**config.mk**
```make
export PLATFORM = sky130hd
export DESIGN_NAME = mrp_unit
export DESIGN_NICKNAME = d
export VERILOG_FILES = /design/src/hw/mrp_pkg.sv /design/src/hw/mrp_region_match.sv /design/src/hw/mrp_perm_check.sv /design/src/hw/mrp_unit.sv
export SDC_FILE = /design/constraint.sdc
export NUM_CORES = 2
export LEC_CHECK = 0
export BUFFER_PORTS_ARGS = -buffer_cell sky130_fd_sc_hd__buf_2
export CAP_MARGIN = 20
export CORE_UTILIZATION = 40
export CTS_BUF_LIST = sky130_fd_sc_hd__clkbuf_16
export DETAILED_ROUTE_END_ITERATION = 8
export PLACE_DENSITY_LB_ADDON = 0.1
export REMOVE_ABC_BUFFERS = 1
export SLEW_MARGIN = 20
export SYNTH_ARGS = -nofsm -noshare
export SYNTH_HDL_FRONTEND = slang
export SYNTH_SLANG_ARGS = --single-unit
```
**constraint.sdc**
```tcl
create_clock -name ref_clk -period 6 [get_ports ref_clk]
set_input_delay 1.2 -clock ref_clk [delete_from_list [all_inputs] [get_ports ref_clk]]
set_output_delay 1.2 -clock ref_clk [all_outputs]
set_load 0.02 [all_outputs]
```
**src/hw/mrp_pkg.sv**
```systemverilog
// package: constants, register map and carrier types of the memory region protection unit
package mrp_pkg;
  localparam int MRP_NUM_REGIONS = 8;
  localparam int MRP_ADDR_W = 6;
  localparam logic [MRP_ADDR_W-1:0] MRP_OFS_CTRL = 6'h00;
  localparam logic [MRP_ADDR_W-1:0] MRP_OFS_COUNT = 6'h04;
  localparam logic [MRP_ADDR_W-1:0] MRP_OFS_SELECT = 6'h08;
  localparam logic [MRP_ADDR_W-1:0] MRP_OFS_BASE = 6'h0C;
  localparam logic [MRP_ADDR_W-1:0] MRP_OFS_ATTR = 6'h10;
  localparam logic [MRP_ADDR_W-1:0] MRP_OFS_FAULT = 6'h14;
  localparam logic [MRP_ADDR_W-1:0] MRP_OFS_FADDR = 6'h18;
  // ctrl bits
  localparam int MRP_CTRL_EN = 0;
  localparam int MRP_CTRL_FH = 1;
  localparam int MRP_CTRL_PB = 2;
  // attribute fields
  localparam int MRP_ATTR_EN = 0;
  localparam int MRP_ATTR_SIZE_LSB = 1;
  localparam int MRP_ATTR_SRD_LSB = 8;
  localparam int MRP_ATTR_AP_LSB = 24;
  localparam int MRP_ATTR_XN = 28;
  localparam logic [4:0] MRP_SIZE_MIN = 5'h04;
  localparam logic [4:0] MRP_SIZE_SRD_MIN = 5'h07;
  localparam logic [2:0] MRP_AP_NONE = 3'h0;
  localparam logic [2:0] MRP_AP_PRW = 3'h1;
  localparam logic [2:0] MRP_AP_PRW_URO = 3'h2;
  localparam logic [2:0] MRP_AP_RW = 3'h3;
  localparam logic [2:0] MRP_AP_PRO = 3'h5;
  localparam logic [2:0] MRP_AP_RO = 3'h6;
  localparam logic [31:0] MRP_RST_ZERO = 32'h0000_0000;

  typedef struct packed {
    logic xn;
    logic [2:0] ap;
    logic [7:0] srd;
    logic [4:0] size;
    logic en;
    logic [31:0] base;
  } mrp_region_t;

  typedef struct packed {
    logic valid;
    logic [31:0] addr;
    logic write;
    logic fetch;
    logic priv;
    logic inHandler;
  } mrp_access_t;

  typedef struct packed {
    logic valid;
    logic fault;
  } mrp_verdict_t;

  function automatic logic [31:0] mrp_attr_word(input mrp_region_t r);
    logic [31:0] w;
    w = 32'h0000_0000;
    w[MRP_ATTR_EN] = r.en;
    w[MRP_ATTR_SIZE_LSB +: 5] = r.size;
    w[MRP_ATTR_SRD_LSB +: 8] = r.srd;
    w[MRP_ATTR_AP_LSB +: 3] = r.ap;
    w[MRP_ATTR_XN] = r.xn;
    return w;
  endfunction
endpackage

```
**src/hw/mrp_region_match.sv**
```systemverilog
// one region's address and sub-region match
`timescale 1ns/1ps
module mrp_region_match (
  input mrp_pkg::mrp_region_t region, // region settings
  input logic [31:0] addr, // access address
  output logic hit // region matches address
);
  import mrp_pkg::*;
  logic [32:0] span;
  logic [32:0] mask;
  logic inRange;
  logic [2:0] subIdx;
  logic [5:0] sizeLog;
  always_comb begin
    sizeLog = {1'b0, region.size} + 6'h01; // size field n means 2^(n+1) bytes
    span = 33'h0_0000_0001 << sizeLog;
    mask = ~(span - 33'h0_0000_0001);
    inRange = (({1'b0, addr} & mask) == ({1'b0, region.base} & mask));
    subIdx = 3'(({1'b0, addr} >> (sizeLog - 6'h03)) & 33'h0_0000_0007);
    hit = region.en && (region.size >= MRP_SIZE_MIN) && inRange;
    if (region.size >= MRP_SIZE_SRD_MIN && region.srd[subIdx]) begin
      hit = 1'b0;
    end
  end
endmodule // mrp_region_match

```
**src/hw/mrp_perm_check.sv**
```systemverilog
// permission decision for one access against one region's settings
`timescale 1ns/1ps
module mrp_perm_check (
  input mrp_pkg::mrp_region_t region, // one region's settings
  input mrp_pkg::mrp_access_t acc, // access under test
  output logic allowed // access allowed
);
  import mrp_pkg::*;
  logic canRead;
  logic canWrite;
  always_comb begin
    canRead = 1'b0;
    canWrite = 1'b0;
    case (region.ap)
      MRP_AP_PRW: begin
        canRead = acc.priv;
        canWrite = acc.priv;
      end
      MRP_AP_PRW_URO: begin
        canRead = 1'b1;
        canWrite = acc.priv;
      end
      MRP_AP_RW: begin
        canRead = 1'b1;
        canWrite = 1'b1;
      end
      MRP_AP_PRO: canRead = acc.priv;
      MRP_AP_RO: canRead = 1'b1;
      default: begin
        canRead = 1'b0;
        canWrite = 1'b0;
      end
    endcase
    allowed = acc.write ? canWrite : canRead;
    if (acc.fetch && region.xn) begin
      allowed = 1'b0;
    end
  end
endmodule // mrp_perm_check

```
**src/hw/mrp_unit.sv**
```systemverilog
// top of the memory region protection unit: registers and access checking
//
// Implementation choices: the plain strobed port and the placing of the registers.
`timescale 1ns/1ps
module mrp_unit #(
  parameter int NumRegions = mrp_pkg::MRP_NUM_REGIONS // implemented regions
) (
  input logic ref_clk, // 125 MHz clock
  input logic rst_b, // async reset, active low
  input logic [mrp_pkg::MRP_ADDR_W-1:0] regAddr, // register byte address
  input logic [31:0] regWdata, // register write data
  input logic regWr, // write strobe
  input logic regRd, // read strobe
  output logic [31:0] regRdata, // read data, cycle after strobe
  input mrp_pkg::mrp_access_t access, // core access
  output mrp_pkg::mrp_verdict_t verdict // registered verdict, cycle after access
);
  import mrp_pkg::*;

  initial begin
    if (NumRegions < 1 || NumRegions > MRP_NUM_REGIONS) begin
      $error("NumRegions must be 1..8");
    end
  end

  typedef struct packed {
    logic [NumRegions-1:0][$bits(mrp_region_t)-1:0] rgn;
    logic unitEn;
    logic protectInHandlers;
    logic privBackground;
    logic [2:0] sel;
    logic [31:0] rdata;
    mrp_verdict_t verdict;
    logic faultSticky;
    logic [31:0] faultAddr;
  } mrp_state_t;

  mrp_state_t state_q;
  mrp_state_t state_d;

  logic [NumRegions-1:0] hits;
  logic [NumRegions-1:0] allows;
  logic anyHit;
  logic winAllow;
  logic checkOn;
  logic faultNow;

  genvar g;
  generate
    for (g = 0; g < NumRegions; g++) begin : gRegion
      mrp_region_match uMatch (
        .region(mrp_region_t'(state_q.rgn[g])),
        .addr(access.addr),
        .hit(hits[g])
      );
      mrp_perm_check uPerm (
        .region(mrp_region_t'(state_q.rgn[g])),
        .acc(access),
        .allowed(allows[g])
      );
    end
  endgenerate

  always_comb begin
    anyHit = 1'b0;
    winAllow = 1'b0;
    for (int i = 0; i < NumRegions; i++) begin
      if (hits[i]) begin // later index overrides: highest region wins
        anyHit = 1'b1;
        winAllow = allows[i];
      end
    end
    // handler bypass unless the protect option is set off unit never
    checkOn = state_q.unitEn && (!access.inHandler || state_q.protectInHandlers);
    if (!anyHit) begin
      faultNow = checkOn && !(access.priv && state_q.privBackground);
    end else begin
      faultNow = checkOn && !winAllow;
    end
  end

  function automatic logic [31:0] read_word(input mrp_state_t s, input logic [MRP_ADDR_W-1:0] a);
    logic [31:0] w;
    mrp_region_t r;
    w = 32'h0000_0000;
    r = mrp_region_t'(s.rgn[s.sel]);
    case (a)
      MRP_OFS_CTRL: begin
        w[MRP_CTRL_EN] = s.unitEn;
        w[MRP_CTRL_FH] = s.protectInHandlers;
        w[MRP_CTRL_PB] = s.privBackground;
      end
      MRP_OFS_COUNT: w = 32'(NumRegions);
      MRP_OFS_SELECT: w = {29'h0000_0000, s.sel};
      MRP_OFS_BASE: w = r.base;
      MRP_OFS_ATTR: w = mrp_attr_word(r);
      MRP_OFS_FAULT: w = {31'h0000_0000, s.faultSticky};
      MRP_OFS_FADDR: w = s.faultAddr;
      default: w = 32'h0000_0000;
    endcase
    return w;
  endfunction

  always_comb begin
    mrp_region_t r;
    r = mrp_region_t'(state_q.rgn[state_q.sel]);
    state_d = state_q;
    state_d.verdict.valid = access.valid;
    state_d.verdict.fault = access.valid && faultNow;
    if (regRd) begin
      state_d.rdata = read_word(state_q, regAddr);
    end
    if (regWr) begin
      case (regAddr)
        MRP_OFS_CTRL: begin
          state_d.unitEn = regWdata[MRP_CTRL_EN];
          state_d.protectInHandlers = regWdata[MRP_CTRL_FH];
          state_d.privBackground = regWdata[MRP_CTRL_PB];
        end
        MRP_OFS_SELECT: begin
          if (regWdata < 32'(NumRegions)) begin // whole word compared so index 8 cannot alias region 0
            state_d.sel = regWdata[2:0];
          end
        end
        MRP_OFS_BASE: r.base = regWdata; // alignment left to software
        MRP_OFS_ATTR: begin
          r.en = regWdata[MRP_ATTR_EN]; // whole word written: enable alone clears other fields
          r.size = regWdata[MRP_ATTR_SIZE_LSB +: 5];
          r.srd = regWdata[MRP_ATTR_SRD_LSB +: 8];
          r.ap = regWdata[MRP_ATTR_AP_LSB +: 3];
          r.xn = regWdata[MRP_ATTR_XN];
        end
        MRP_OFS_FAULT: begin
          if (regWdata[0]) begin
            state_d.faultSticky = 1'b0;
          end
        end
        default: ;
      endcase
      state_d.rgn[state_q.sel] = r; // no shadowing: software disables first
    end
    if (access.valid && faultNow) begin // set wins over clear
      state_d.faultSticky = 1'b1;
      state_d.faultAddr = access.addr;
    end
  end

  always_ff @(posedge ref_clk or negedge rst_b) begin
    if (!rst_b) begin
      state_q <= '0;
    end else begin
      state_q <= state_d;
    end
  end

  assign regRdata = state_q.rdata;
  assign verdict = state_q.verdict;
endmodule // mrp_unit

```
==> metrics.md <==
| Metric | Value |
|---|---|
| Outcome | `finished, final reports clean` |
| Count leader, synth | `nand2_1` |
| Largest net degree at the start of global routing | `123` |
| Max-cap violations | `0` |
| Cells after synthesis | `5205` |
| Chip width | `333 µm` |
| Critical Path Sink Type | `register` |
| Clock Pin Slew Worst Setup and Hold Paths | `0.06 ns` |
| Leading area contributor after synthesis | `dfrtp_1` |
| CP Class | `reg2reg` |
| Slowest Stage Delay on Critical Path | `0.90 ns` |
| Final worst slack | `0.113 ns` |
| Die height | `333 µm` |
| Pre-CTS setup slack | `-0.315 ns` |
| P_leak | `20.0 nW` |
| Switch share | `0.358` |
| Area Overhead vs Synth | `13.9%` |
| Hold Buf Count CTS | `0` |
| Fmax | `170 MHz` |
| Setup TNS | `0 ns` |
| Asr flop ratio synth | `1.00` |
| Yosys warns | `0` |
| Skew-Pair Late Insertion Delay | `0.71 ns` |
| WP buf/inv | `5` |
| Class of the worst hold path | `reg2reg` |
| Setup crit start kind | `register` |
| Combinational power share | `0.275` |
| Critical Path RT | `6.56 ns` |
| Fin crit period | `5.89 ns` |
| Crit-path max FO | `17` |
| Clock power frac | `0.381` |
| Crit-path cells | `ha_1, buf_4, nand2_1, buf_4, o311ai_0, xnor2_1, mux2i_1, mux2i_1, buf_4, mux2i_1, a221oi_1, mux2i_1, nand3_1, o2111ai_1, a31o_1, a311oi_4, buf_4, clkbuf_16, mux2_1` |
| Drt first-iter violations | `5482` |
| Cell area after synthesis | `43800 µm²` |
| Vias in the first global route | `41200` |
| Largest family of logic cells by synthesized area | `compound AO/OA/AOI/OAI gates` |
| Fillers | `10800` |
| Unrepaired setup endpoints after global routing | `false` |
| Router iterations before antenna repair | `6` |
| Avg Inst Size Synth | `8.42 µm²` |
| P_sw | `0.00366 W` |
| CTS tree | `yes` |
| Post-route cell area | `49900 µm²` |
| Post-synthesis mux area share | `0.180` |
| Simple logic cell fraction of the synthesized area | `0.179` |
| Seq/Total Area, Yosys | `0.270` |
| # IOs | `113` |
| Initial antenna violation count | `15` |
| Crit-path slowest cell | `xnor2_1` |
| Total GRT Usage | `0.410` |
| Effective utilization at floorplan | `0.403` |
| Total grt overflow | `0` |
| Core Area | `109000 µm²` |
| Arrival time worst endpoint | `6.45 ns` |
| Placed inst area | `47600 µm²` |
| Final GP Congestion | `1.04` |
| Hold Fails Final Rpt | `0` |
| Clock Skew | `0.0831 ns` |
| Count of input and output buffers | `112` |
| Top post-synthesis cells by area | `dfrtp_1 (27%), mux4_2 (11%), o21ai_0 (7.2%)` |
| Post-Synth Adder-Cell Area | `0.0189` |
| Power Density | `205 nW/µm²` |
| Synth Register Bits | `473` |
| Dpl hpwl | `181000 µm` |
| Final Net Count | `5459` |
| Post-layout util | `0.459` |
| CP top delay family | `multiplexers` |
| Crit share post-route | `0.981` |
| Pins Over Slew Limit | `0` |
| Synth Area in XOR/XNOR | `0.0699` |
| Sequential Power Share | `0.344` |
| Max Buffers Root-to-Sink | `3` |
| Wirelength, routed | `233000 µm` |
| Die footprint | `111000 µm²` |
| Worst vdd ir | `0.256 mV` |
| Vias post-DR | `44900` |
| EDFF count, synth | `0` |
| Post-route DRC | `0` |
| Share of layout cells above drive strength 1 | `0.198` |
| Hold_ws | `0.488 ns` |
| Htree depth | `2` |
| Post-synth cell types | `104` |
| Post-route ant nets | `0` |
| Compound-Gate Fraction of Synth Area | `0.222` |
| Root Driver | `clkbuf_16` |
| Rows | `121` |
| Main synth FF type | `dfrtp_1` |
| First-pass GRT wire length | `327000 µm` |
| Relative slew slack | `0.143` |
| Top cells by instance count after synthesis | `nand2_1 (777), o21ai_0 (631), dfrtp_1 (473)` |
| Setup-failing EPs final | `0` |
| Post-DR vias/cell | `6.62` |
| Avg WL per Cell | `34.3 µm` |
| CTS sink count | `473` |
| Worst Tran Pin Value | `1.27 ns` |
| Top cell type's share of synthesized area | `0.270` |
| CTS buffer count | `58` |
| Internal Power | `0.00656 W` |
[worst paths after layout]
path	start	end	slack (ns)	cells past startpoint
max	state_q[156]	state_q[28]	0.11	19
min	state_q[27]	state_q[27]	0.49	1
max reg2reg	state_q[156]	state_q[28]	0.11	19
min reg2reg	state_q[27]	state_q[27]	0.49	1
max in group asynchronous	rst_b	state_q[249]	4.10	2
min in group asynchronous	rst_b	verdict[1]	0.51	1
[cell type report]
| type | count | area [µm²] | share of cell area |
|---|---|---|---|
| timing repair buffer | 561 | 4160 | 0.0835 |
| sequential | 473 | 11900 | 0.238 |
| inverter | 96 | 360 | 0.00723 |
| clock buffer | 58 | 1450 | 0.0291 |
| multi-input combinational | 4124 | 29600 | 0.594 |
| antenna | 11 | 27.5 | 0.000552 |
| clock inverter | 52 | 614 | 0.0123 |
| tap | 1414 | 1770 | 0.0355 |
[flip-flops by register name, indices dropped and copies added (netlist names)]
name and count:
regRdata 32, verdict 2, state_q 439
[timing repair]
action	in CTS	in global routing
setup buffers	0	1
gates cloned	0	2
setup endpoints to repair	32	33
pin swaps	0	5
gates resized for setup	5	27
[per-layer routing]
metal | vias to the layer above | global-route usage | routed length [µm]
met5 | - | 0 | 32
met4 | 6 | 0.214 | 14400
met3 | 470 | 0.103 | 25300
met2 | 2618 | 0.595 | 97600
met1 | 22400 | 0.561 | 95400
li1 | 19500 | - | -
[cells by family after synthesis]
family,count (synthesis)
simple gates,1671
fa+ha+maj,66
flops,473
mux,516
xor+xnor,348
compound gates,1522
buf+inv,609
[power by group through the flow]
stage | logic (W) | registers [W] | clock network (W)
after floorplan | 0.00125 | 0.00352 | 0
after global placement | 0.00271 | 0.00357 | 0
after detailed placement | 0.00269 | 0.00357 | 0
after CTS | 0.00270 | 0.00351 | 0.00394
after global routing | 0.00291 | 0.00353 | 0.00405
final | 0.00281 | 0.00352 | 0.00390
[through the flow]
| stage | total power (W) | cells |
|---|---|---|
| 2_1_floorplan | 0.00477 | 4692 |
| 3_3_place_gp | 0.00628 | 6661 |
| 3_5_place_dp | 0.00626 | 6663 |
| 4_1_cts | 0.0102 | 6773 |
| 5_1_grt | 0.0105 | 6778 |
| 6_report | 0.0102 | 6789 |
[cell usage in the layout (no fill, tap or decap), drive strengths merged, types with 24 or more instances in the layout]
master,count
mux2i,212
dfrtp,473
a211oi,55
ha,66
o21ai,641
a21o,33
o31ai,24
or2,29
nor2,242
clkbuf,59
nor2b,40
a2111oi,26
xnor2,174
nand2b,48
clkinv,31
and3,40
a22oi,28
mux4,207
or3,30
a221oi,29
o22ai,64
buf,560
o221ai,26
a31oi,52
nand2,777
a21oi,211
nor4,52
xor2,174
nor3,108
o211ai,54
nand4,42
o2111ai,24
inv,102
and2,38
mux2,97
nand3,132
Note: power is estimated with default switching activity, not from simulation.
